## config.mk

```make
export PLATFORM = sky130hd
export DESIGN_NAME = fxd_datapath
export DESIGN_NICKNAME = d
export VERILOG_FILES = /design/src/design/fxd_pkg.sv /design/src/design/fxd_datapath.sv /design/src/design/fxd_mpy.sv
export SDC_FILE = /design/constraint.sdc
export NUM_CORES = 2
export LEC_CHECK = 0
export BUFFER_PORTS_ARGS = -buffer_cell sky130_fd_sc_hd__clkbuf_2
export CAP_MARGIN = 25
export CORE_ASPECT_RATIO = 1.2
export CORE_MARGIN = 3
export CORE_UTILIZATION = 35
export DETAILED_ROUTE_END_ITERATION = 16
export PLACE_DENSITY = 0.57
export SYNTH_ARGS = -nofsm -noshare
export SYNTH_HDL_FRONTEND = slang
export SYNTH_HIERARCHICAL = 1
export SYNTH_SLANG_ARGS = --single-unit
```

## constraint.sdc

```tcl
create_clock -name clk_i -period 3 [get_ports clk_i]
set_input_delay 0.6 -clock clk_i [delete_from_list [all_inputs] [get_ports clk_i]]
set_output_delay 0.6 -clock clk_i [all_outputs]
set_load 0.005 [all_outputs]
```

## src/design/fxd_pkg.sv

```systemverilog
// fxd_pkg: constants, op codes and field layout for the flag expand datapath
// assumes: single core clock; status and config bits arrive as plain ports
package fxd_pkg;

  localparam int unsigned DATA_W   = 32;
  localparam int unsigned NUM_AREG = 4;
  localparam int unsigned AREG_W   = 2;
  localparam int unsigned SR_W     = 8;

  // status register fields
  localparam int unsigned SR_SIZE_LSB = 3;
  localparam int unsigned SR_SIZE_W   = 3;
  localparam int unsigned SR_ROT_BIT  = 6;

  // expansion size encodings
  localparam logic [2:0] SIZE_BYTE = 3'h4;
  localparam logic [2:0] SIZE_HALF = 3'h5;
  localparam logic [2:0] SIZE_WORD = 3'h6;

  // flag bits consumed per expansion
  localparam int unsigned FLAGS_BYTE = 4;
  localparam int unsigned FLAGS_HALF = 2;
  localparam int unsigned FLAGS_WORD = 1;

  // extended alu configuration layout
  localparam int unsigned CFG_SPLIT_BIT = 7;
  localparam int unsigned CFG_FUNC_LSB  = 8;
  localparam int unsigned CFG_FUNC_W    = 8;

  // reset values
  localparam logic [31:0] MF_RST   = 32'h0000_0000;
  localparam logic [31:0] CFG_RST  = 32'h0000_0000;
  localparam logic [31:0] AREG_RST = 32'h0000_0000;

  typedef enum logic [2:0] {
    OP_NOP      = 3'h0,
    OP_MERGE    = 3'h1,
    OP_EALU     = 3'h3,
    OP_MPY      = 3'h2,
    OP_MPY_EALU = 3'h6,
    OP_MPY_ADD  = 3'h7
  } fxd_op_t;

endpackage

```

## src/design/fxd_datapath.sv

```systemverilog
// fxd_datapath: flag expansion, merge, extended alu, multiplier issue and
// address post-increment for one datapath slice
// assumes: one operation issued per cycle by op_i; results one cycle later
// assumes: every input already lives on clk_i, nothing here synchronises
// assumes: op encodings, field layout and reset values come from fxd_pkg
// Behaviour
// - The expand operator turns single flag bits into byte, halfword or word masks usable as alu operands.
// - Status bits 5 to 3 hold the expansion size, and value 4 selects byte fields from four flags.
// - With status bit 6 set the expander takes its flags from the top end of the flags register.
// - With status bit 6 set each operation using the expand operator rotates the flags left by the flag count.
// - A software write to the flags register beats a rotation in the same cycle and loads all 32 bits.
// - The merge places the foreground field where the flag is 1 and the background field where it is 0.
// - A signed multiply by minus one negates a halfword and may run alongside an add or subtract.
// - A rounded multiply by 0x8000 with shift left one swaps the source halfwords.
// - A rounded multiply by zero gives the source upper halfword shifted right 16 with zero fill.
// - The extended alu applies the configured function code to its A, B and C inputs bit by bit.
// - Post-increment lands at the end of the address stage, so a store of the same register writes the new value.
// - Split multiply happens only in the multiply plus extended alu form with config bit 7 set.
`timescale 1ns/1ps
module fxd_datapath (
  input  wire logic                 clk_i,
  input  wire logic                 nrst_i,
  input  wire logic [7:0]           status_reg_i,
  input  wire fxd_pkg::fxd_op_t     op_i,
  input  wire logic [31:0]          opa_i,
  input  wire logic [31:0]          opb_i,
  input  wire logic [31:0]          opc_i,
  input  wire logic                 ealu_c_mask_i,
  input  wire logic                 alu_sub_i,
  input  wire logic [31:0]          mpy_src_i,
  input  wire logic [31:0]          mpy_mul_i,
  input  wire logic                 mpy_signed_i,
  input  wire logic                 mpy_round_i,
  input  wire logic                 mpy_shift_i,
  input  wire logic                 flags_wr_i,
  input  wire logic [31:0]          flags_data_i,
  input  wire logic                 cfg_wr_i,
  input  wire logic [31:0]          cfg_data_i,
  input  wire logic                 areg_wr_i,
  input  wire logic [1:0]           areg_wsel_i,
  input  wire logic [31:0]          areg_wdata_i,
  input  wire logic                 st_req_i,
  input  wire logic [1:0]           st_areg_i,
  input  wire logic [31:0]          st_inc_i,
  input  wire logic                 st_data_is_areg_i,
  input  wire logic [1:0]           st_data_areg_i,
  input  wire logic [31:0]          st_data_i,
  output logic      [31:0]          alu_result_o,
  output logic      [31:0]          mpy_result_o,
  output logic                      result_valid_o,
  output logic      [31:0]          multiple_flags_reg_o,
  output logic      [31:0]          ealu_config_reg_o,
  output logic      [31:0]          expand_mask_o,
  output logic                      st_valid_o,
  output logic      [31:0]          st_addr_o,
  output logic      [31:0]          st_data_o,
  output logic      [127:0]         areg_o
);

  ////////////////////////////////////////////////////////////////////////////
  // state

  // areg k sits in bits 32k+31 down to 32k of the packed array
  // result and store fields hold until their next writer
  typedef struct packed {
    logic [31:0]      multiple_flags_reg;
    logic [31:0]      ealu_config_reg;
    logic [3:0][31:0] areg;
    logic [31:0]      alu_res;
    logic [31:0]      mpy_res;
    logic [31:0]      mask;
    logic             res_vld;
    logic             st_vld;
    logic [31:0]      st_addr;
    logic [31:0]      st_data;
  } fxd_state_t;

  fxd_state_t s_q;
  fxd_state_t s_d;

  ////////////////////////////////////////////////////////////////////////////
  // flag expander

  // flags from top end when rotating
  function automatic logic [31:0] fxd_expand(input logic [31:0] mf,
                                             input logic [2:0]  size,
                                             input logic        rot);
    logic [3:0]  sel4;
    logic [1:0]  sel2;
    logic        sel1;
    logic [31:0] m;
    // all sizes are formed and the case picks one, keeping the select flat
    sel4 = rot ? mf[31:28] : mf[3:0];
    sel2 = rot ? mf[31:30] : mf[1:0];
    sel1 = rot ? mf[31] : mf[0];
    m    = {{8{sel4[3]}}, {8{sel4[2]}}, {8{sel4[1]}}, {8{sel4[0]}}};
    case (size)
      fxd_pkg::SIZE_HALF: begin
        m = {{16{sel2[1]}}, {16{sel2[0]}}};
      end
      fxd_pkg::SIZE_WORD: begin
        m = {32{sel1}};
      end
      default: begin
        // spare size codes fall back to byte fields
      end
    endcase
    return m;
  endfunction

  function automatic logic [31:0] fxd_rotate(input logic [31:0] mf,
                                             input logic [2:0]  size);
    logic [31:0] r;
    // count equals the flags that one expansion consumes
    r = {mf[27:0], mf[31:28]};
    case (size)
      fxd_pkg::SIZE_HALF: begin
        r = {mf[29:0], mf[31:30]};
      end
      fxd_pkg::SIZE_WORD: begin
        r = {mf[30:0], mf[31]};
      end
      default: begin
        // spare size codes rotate as byte
      end
    endcase
    return r;
  endfunction

  logic [2:0]  exp_size;
  logic        exp_rot;
  logic [31:0] exp_mask;
  logic        uses_expand;
  logic        rot_now;

  // size and rotate select are levels on the status pins
  assign exp_size = status_reg_i[fxd_pkg::SR_SIZE_LSB +: fxd_pkg::SR_SIZE_W];
  assign exp_rot  = status_reg_i[fxd_pkg::SR_ROT_BIT];

  // mask from flag bits
  // built from the flags as they stand before this cycle's rotation
  assign exp_mask = fxd_expand(s_q.multiple_flags_reg, exp_size, exp_rot);

  // only expand users rotate
  // an alu op that feeds C from opc_i leaves the flags where they are
  assign uses_expand = (op_i == fxd_pkg::OP_MERGE) ||
                       (((op_i == fxd_pkg::OP_EALU) || (op_i == fxd_pkg::OP_MPY_EALU)) && ealu_c_mask_i);
  assign rot_now     = uses_expand && exp_rot;

  ////////////////////////////////////////////////////////////////////////////
  // extended alu, one truth table lookup per bit

  logic [7:0]  ealu_func;
  logic [31:0] ealu_c;
  logic [31:0] ealu_res;

  // config written this cycle only reaches ops from the next cycle on
  assign ealu_func = s_q.ealu_config_reg[fxd_pkg::CFG_FUNC_LSB +: fxd_pkg::CFG_FUNC_W];
  assign ealu_c    = ealu_c_mask_i ? exp_mask : opc_i;

  for (genvar gi = 0; gi < fxd_pkg::DATA_W; gi++) begin : g_ealu
    logic [2:0] idx;
    // A picks the upper half of the table, C the odd entries
    assign idx          = {opa_i[gi], opb_i[gi], ealu_c[gi]};
    assign ealu_res[gi] = ealu_func[idx];
  end

  ////////////////////////////////////////////////////////////////////////////
  // multiplier

  logic        is_mpy;
  logic        split_en;
  logic [31:0] mpy_prod;

  // product is combinational here and lands in the state struct at the edge
  assign is_mpy   = (op_i == fxd_pkg::OP_MPY) || (op_i == fxd_pkg::OP_MPY_EALU) ||
                    (op_i == fxd_pkg::OP_MPY_ADD);
  // split only in mpy plus ealu form
  // a config write in the same cycle as a split op is seen one op late
  assign split_en = (op_i == fxd_pkg::OP_MPY_EALU) && s_q.ealu_config_reg[fxd_pkg::CFG_SPLIT_BIT];

  fxd_mpy u_mpy (
    .src_i    (mpy_src_i),
    .mul_i    (mpy_mul_i),
    .signed_i (mpy_signed_i),
    .round_i  (mpy_round_i),
    .split_i  (split_en),
    .shift_i  (mpy_shift_i),
    .prod_o   (mpy_prod)
  );

  ////////////////////////////////////////////////////////////////////////////
  // next state

  logic [31:0] st_base;
  logic [31:0] st_next;
  logic        st_self;

  // increment formed in the address stage
  assign st_base = s_q.areg[st_areg_i];
  assign st_next = st_base + st_inc_i;
  // data register equal to address register picks up the new value
  assign st_self = st_data_is_areg_i && (st_data_areg_i == st_areg_i);

  always_comb begin
    // every field holds unless a branch below overwrites it
    s_d         = s_q;

    s_d.res_vld = (op_i != fxd_pkg::OP_NOP);
    s_d.mask    = exp_mask;

    // ops that write no alu result leave it standing
    case (op_i)
      fxd_pkg::OP_MERGE: begin
        s_d.alu_res = (opa_i & exp_mask) | (opb_i & ~exp_mask);
      end
      fxd_pkg::OP_EALU, fxd_pkg::OP_MPY_EALU: begin
        s_d.alu_res = ealu_res;
      end
      fxd_pkg::OP_MPY_ADD: begin
        // add or subtract beside the multiply
        s_d.alu_res = alu_sub_i ? (opa_i - opb_i) : (opa_i + opb_i);
      end
      default: begin
      end
    endcase

    // non-multiply ops leave the last product standing
    if (is_mpy) begin
      s_d.mpy_res = mpy_prod;
    end

    if (rot_now) begin
      s_d.multiple_flags_reg = fxd_rotate(s_q.multiple_flags_reg, exp_size);
    end
    // software write wins, full word
    // the op in this cycle has already used the old flags for its mask
    if (flags_wr_i) begin
      s_d.multiple_flags_reg = flags_data_i;
    end

    if (cfg_wr_i) begin
      s_d.ealu_config_reg = cfg_data_i;
    end

    s_d.st_vld = st_req_i;
    if (st_req_i) begin
      s_d.st_addr = st_base;
      s_d.st_data = st_data_i;
      if (st_data_is_areg_i) begin
        s_d.st_data = st_self ? st_next : s_q.areg[st_data_areg_i];
      end
      s_d.areg[st_areg_i] = st_next;
    end
    // explicit register load beats a post-increment of the same register
    if (areg_wr_i) begin
      s_d.areg[areg_wsel_i] = areg_wdata_i;
    end
  end

  ////////////////////////////////////////////////////////////////////////////
  // registers

  // results are cleared too, so no stale strobe shows after reset
  always_ff @(posedge clk_i or negedge nrst_i) begin
    if (!nrst_i) begin
      s_q.multiple_flags_reg <= fxd_pkg::MF_RST;
      s_q.ealu_config_reg    <= fxd_pkg::CFG_RST;
      s_q.areg               <= {4{fxd_pkg::AREG_RST}};
      s_q.alu_res            <= 32'h0000_0000;
      s_q.mpy_res            <= 32'h0000_0000;
      s_q.mask               <= 32'h0000_0000;
      s_q.res_vld            <= 1'b0;
      s_q.st_vld             <= 1'b0;
      s_q.st_addr            <= 32'h0000_0000;
      s_q.st_data            <= 32'h0000_0000;
    end else begin
      s_q <= s_d;
    end
  end

  ////////////////////////////////////////////////////////////////////////////
  // outputs

  // every output is a flop, nothing combinational reaches a pin
  assign alu_result_o         = s_q.alu_res;
  assign mpy_result_o         = s_q.mpy_res;
  assign result_valid_o       = s_q.res_vld;
  assign multiple_flags_reg_o = s_q.multiple_flags_reg;
  assign ealu_config_reg_o    = s_q.ealu_config_reg;
  assign expand_mask_o        = s_q.mask;
  assign st_valid_o           = s_q.st_vld;
  assign st_addr_o            = s_q.st_addr;
  assign st_data_o            = s_q.st_data;
  assign areg_o               = s_q.areg;

endmodule

```

## src/design/fxd_mpy.sv

```systemverilog
// fxd_mpy: combinational 16x16 multiplier with split and rounded forms
// assumes: caller registers the product and qualifies split_i
`timescale 1ns/1ps
module fxd_mpy (
  input  wire logic [31:0] src_i,
  input  wire logic [31:0] mul_i,
  input  wire logic        signed_i,
  input  wire logic        round_i,
  input  wire logic        split_i,
  input  wire logic        shift_i,
  output logic      [31:0] prod_o
);

  logic signed [15:0] sp_lo;
  logic signed [15:0] sp_hi;
  logic        [15:0] up_lo;
  logic        [15:0] up_hi;
  logic        [31:0] full_u;
  logic        [31:0] full_sh;
  logic signed [31:0] full_s;

  always_comb begin
    sp_lo   = 16'($signed(src_i[7:0])) * 16'($signed(mul_i[7:0]));
    sp_hi   = 16'($signed(src_i[23:16])) * 16'($signed(mul_i[23:16]));
    up_lo   = 16'(src_i[7:0]) * 16'(mul_i[7:0]);
    up_hi   = 16'(src_i[23:16]) * 16'(mul_i[23:16]);
    full_u  = 32'(src_i[15:0]) * 32'(mul_i[15:0]);
    full_s  = 32'($signed(src_i[15:0])) * 32'($signed(mul_i[15:0]));
    full_sh = shift_i ? {full_u[30:0], 1'b0} : full_u;
    prod_o  = 32'h0000_0000;
    if (split_i) begin
      prod_o = signed_i ? {sp_hi, sp_lo} : {up_hi, up_lo};
    end else if (round_i) begin
      prod_o = {full_sh[31:16], src_i[31:16]};
    end else if (signed_i) begin
      // signed product, negate by minus one
      prod_o = full_s;
    end else begin
      prod_o = full_u;
    end
  end

endmodule

```

==> impl_metrics.yaml <==
setup_path:
  worst-setup-path-type: "input port to flop"
  max_stage_delay_ps: 610
  path_common_cell: "inv_1"
  cp-start-kind: "input port"
  cp_slowest_cell: "fa_2"
  cp.required_ps: 3470
  crit_fanout: 13
  worst-path-buf-inv: 8
  cp-end-kind: "flop"
  path_delay_family: "adder cells"
  crit_arrival_ps: 6720
clock_tree:
  cts_tree: "yes"
  clock_path_buffers: 3
  clock_sinks: 326
  cts_root_buf: "clkbuf_16"
  htreeDepth: 2
  clk_latency_ps: 600
  cts.clk_slew.worst_paths_ps: 70
  cts_buffers: 37
sta:
  slew_headroom_pct: 33.4
  fin_crit_sh_pct: 208
  tightestPinTransition_ps: 987
  slew_violations: 0
  hold_viol: 0
  period_minus_slack_ps: 6240
  rsz0062_at_grt: "yes"
  skew_ps: 26.3
  setup_tns_ps: -130180
  setup_viol: 163
  worst_slack_ps: -3240
  timing.fmax_mhz: 160
drt:
  wl_mm: 193
  via_count: 45600
  wl_per_cell_um: 22.4
  antenna_left: 0
  drc: 0
  drt_iter0_markers: 2768
  vias_per_cell: 5.28
  first_pass_iters: 6
floorplanning:
  die_area_um2: 138000
  coreArea_um2: 132000
  die_y_um: 406
  rows: 146
  die_w_um: 339
  io_pins: 703
  start_util_pct: 35.3
yosys:
  synth_edf_count: 0
  synth_seq_cells: 326
  synthArstFlopShare_pct: 100
  yosys_warnings: 6
  syn_area_um2: 46600
  syn_nets: 6373
  seq_area_frac_synth_pct: 17.5
  yosysTopAreaCell: "fa_1"
  netlist.area_leader.share_pct: 23.1
  synthTopCellsByArea: "fa_1 (23%), dfrtp_1 (17%), ha_1 (8.9%), inv_1 (6.5%), mux4_2 (6.0%)"
  synthCells: 5156
  netlist-cell-type-count: 95
  synth-main-ff-cell: "dfrtp_1"
  syn_area_per_cell_um2: 9.04
cells_and_area:
  nets: 8020
  drive_above_1_share_pct: 41.5
  finalNonFillerCells: 8639
  fill_cells: 12300
  area_delta_synth_final_pct: 42.8
  design_area_um2: 66600
placed_design:
  place.gp.congestion: 0.954
  pre_cts_slack_ps: -4030
  place_hpwl_mm: 158
  numPortBuffers: 690
  placedCellCount: 8462
  dpl_cell_area_um2: 61200
grt:
  grt_first_pass_wirelength_mm: 291
  use_met2_pct: 48.8
  antenna_found_initial: 37
  busiest_layer: "met2"
  grt_start_max_net_pins: 80
  overflow: 0
  met3_usage_pct: 5.07
  grtUsageMet1_pct: 30.4
  grt_pass1_vias: 48600
  grt_usage_pct: 27.4
power_and_ir_drop:
  total_leakage_power_nw: 32.6
  power_density_nw_per_um2: 1480
  power.total_mw: 98.8
  vdd_drop_max_v: 0.00273
job:
  max_cap_viol_count: 0
min_path:
  min_path_type: "input port to flop"
run_status:
  outcome: "finished, violations left"
  violations: "setup timing"
sequential cells by signal (all words and copies together) (netlist names), 4 cells and up:
register,flops
areg_o,128
alu_result_o,32
ealu_config_reg_o,32
mpy_result_o,32
multiple_flags_reg_o,32
st_addr_o,32
st_data_o,32
expand_mask_o,4
routing by layer:
layer / routed length, um / vias to the layer above
li1: - / 20600
met1: 69000 / 22800
met2: 97000 / 1667
met3: 12600 / 541
met4: 14500 / 10
met5: 57 / -
where the power goes:
part	internal, mW	switching (mW)
combinational	42.8	44.1
clock	2.96	2.22
sequential	5.69	1.02
synthesized netlist by cell type (11+ instances only):
library cell and count:
nor3_1 45, nand2b_1 29, mux2_2 126, o21ai_0 242
and2_1 149, a211oi_1 71, buf_4 28, buf_1 23
xor2_1 60, o221ai_1 17, nand3_1 58, inv_1 802
nor2_1 309, o211ai_1 59, a21o_1 65, a22oi_1 20
mux2i_1 67, or3_1 20, fa_1 538, o21a_1 27
dfrtp_1 326, a21oi_1 309, clkbuf_1 239, nor2b_1 22
nand4_1 15, ha_1 330, nand2_1 515, xnor2_1 137
a31oi_1 63, o22ai_1 57, o21bai_1 24, and3_1 25
o21ai_1 11, mux4_2 125
worst reg2reg max path, cell delays in order, from the launching register on:
cell      delay [ps]
dfrtp_1          380
mux4_2           590
ha_4             290
buf_6            120
a21oi_4          160
buf_6            130
a31oi_4           90
a311oi_2         280
buf_4            200
buf_6            100
o21ai_4           60
a21oi_4          220
buf_6            150
o31ai_4           70
a21oi_2          160
xor2_1           200
buf_4            210
o31ai_2           70
what timing repair did:
item                       4_1_cts  5_1_grt
hold buffers                     1        0
setup endpoints to repair      168      177
buffers inserted                54       45
hold endpoints to repair        52        0
pin swaps                      158      261
gates resized for setup        300      405
cloned                           4        1
cells by family (layout without fill, tap and decap cells):
family / after synthesis / in the layout / synth area share [%]
adder cells (fa/ha/maj): 868 / 868 / 32.0
AO/OA/AOI/OAI: 1102 / 1102 / 15.0
buffers and inverters: 1100 / 2772 / 9.12
AND/OR/NAND/NOR: 1244 / 1244 / 12.2
multiplexers: 319 / 319 / 10.5
flip-flops: 326 / 326 / 17.5
XOR/XNOR: 197 / 197 / 3.70
other: 0 / 35 / 0
layout by cell type, fill, tap and decap left out, types with 78 or more instances in the layout:
| master | Yosys | routed |
|---|---|---|
| buf_4 | 28 | 1094 |
| dfrtp_1 | 326 | 326 |
| and2_1 | 149 | 130 |
| inv_1 | 802 | 759 |
| o21ai_0 | 242 | 150 |
| xnor2_1 | 137 | 102 |
| nor2_1 | 309 | 273 |
| fa_1 | 538 | 516 |
| buf_6 | 2 | 78 |
| a21oi_1 | 309 | 210 |
| a21oi_2 | 3 | 87 |
| mux4_2 | 125 | 125 |
| mux2_2 | 126 | 107 |
| ha_1 | 330 | 263 |
| clkbuf_2 | 1 | 662 |
| nand2_1 | 515 | 455 |
metrics by stage:
step	util (%)	hold slack, ps
6_report	50.4	219
5_1_grt	50.4	222
4_1_cts	48.8	192
3_5_place_dp	46.4	467
3_3_place_gp	46.4	469
2_1_floorplan	-	304
path summary, 6_finish.rpt:
check                                       from                        to  slack (ps)  cells past startpoint
worst max-delay path                mpy_src_i[8]          mpy_result_o[28]       -3240                     26
worst min-delay path            flags_data_i[16]  multiple_flags_reg_o[16]         220                      3
worst max register to register       areg_o[103]                areg_o[57]        -600                     17
worst min register to register     st_data_o[22]             st_data_o[22]         490                      1
max in group asynchronous                 nrst_i           mpy_result_o[5]        1640                      3
min in group asynchronous                 nrst_i             st_addr_o[28]         520                      2
area by class of cell:
class,instances,area [um^2],share of cell area (%)
Clock buffer,47,1010,1.52
Clock inverter,17,314,0.472
Sequential cell,326,8160,12.2
Tap cell,1776,2220,3.34
Antenna cell,35,87.6,0.132
Multi-Input combinational cell,3730,38100,57.3
Inverter,804,3020,4.54
Timing Repair Buffer,1904,13600,20.5
No activity file was read; power rests on OpenSTA's default activity.
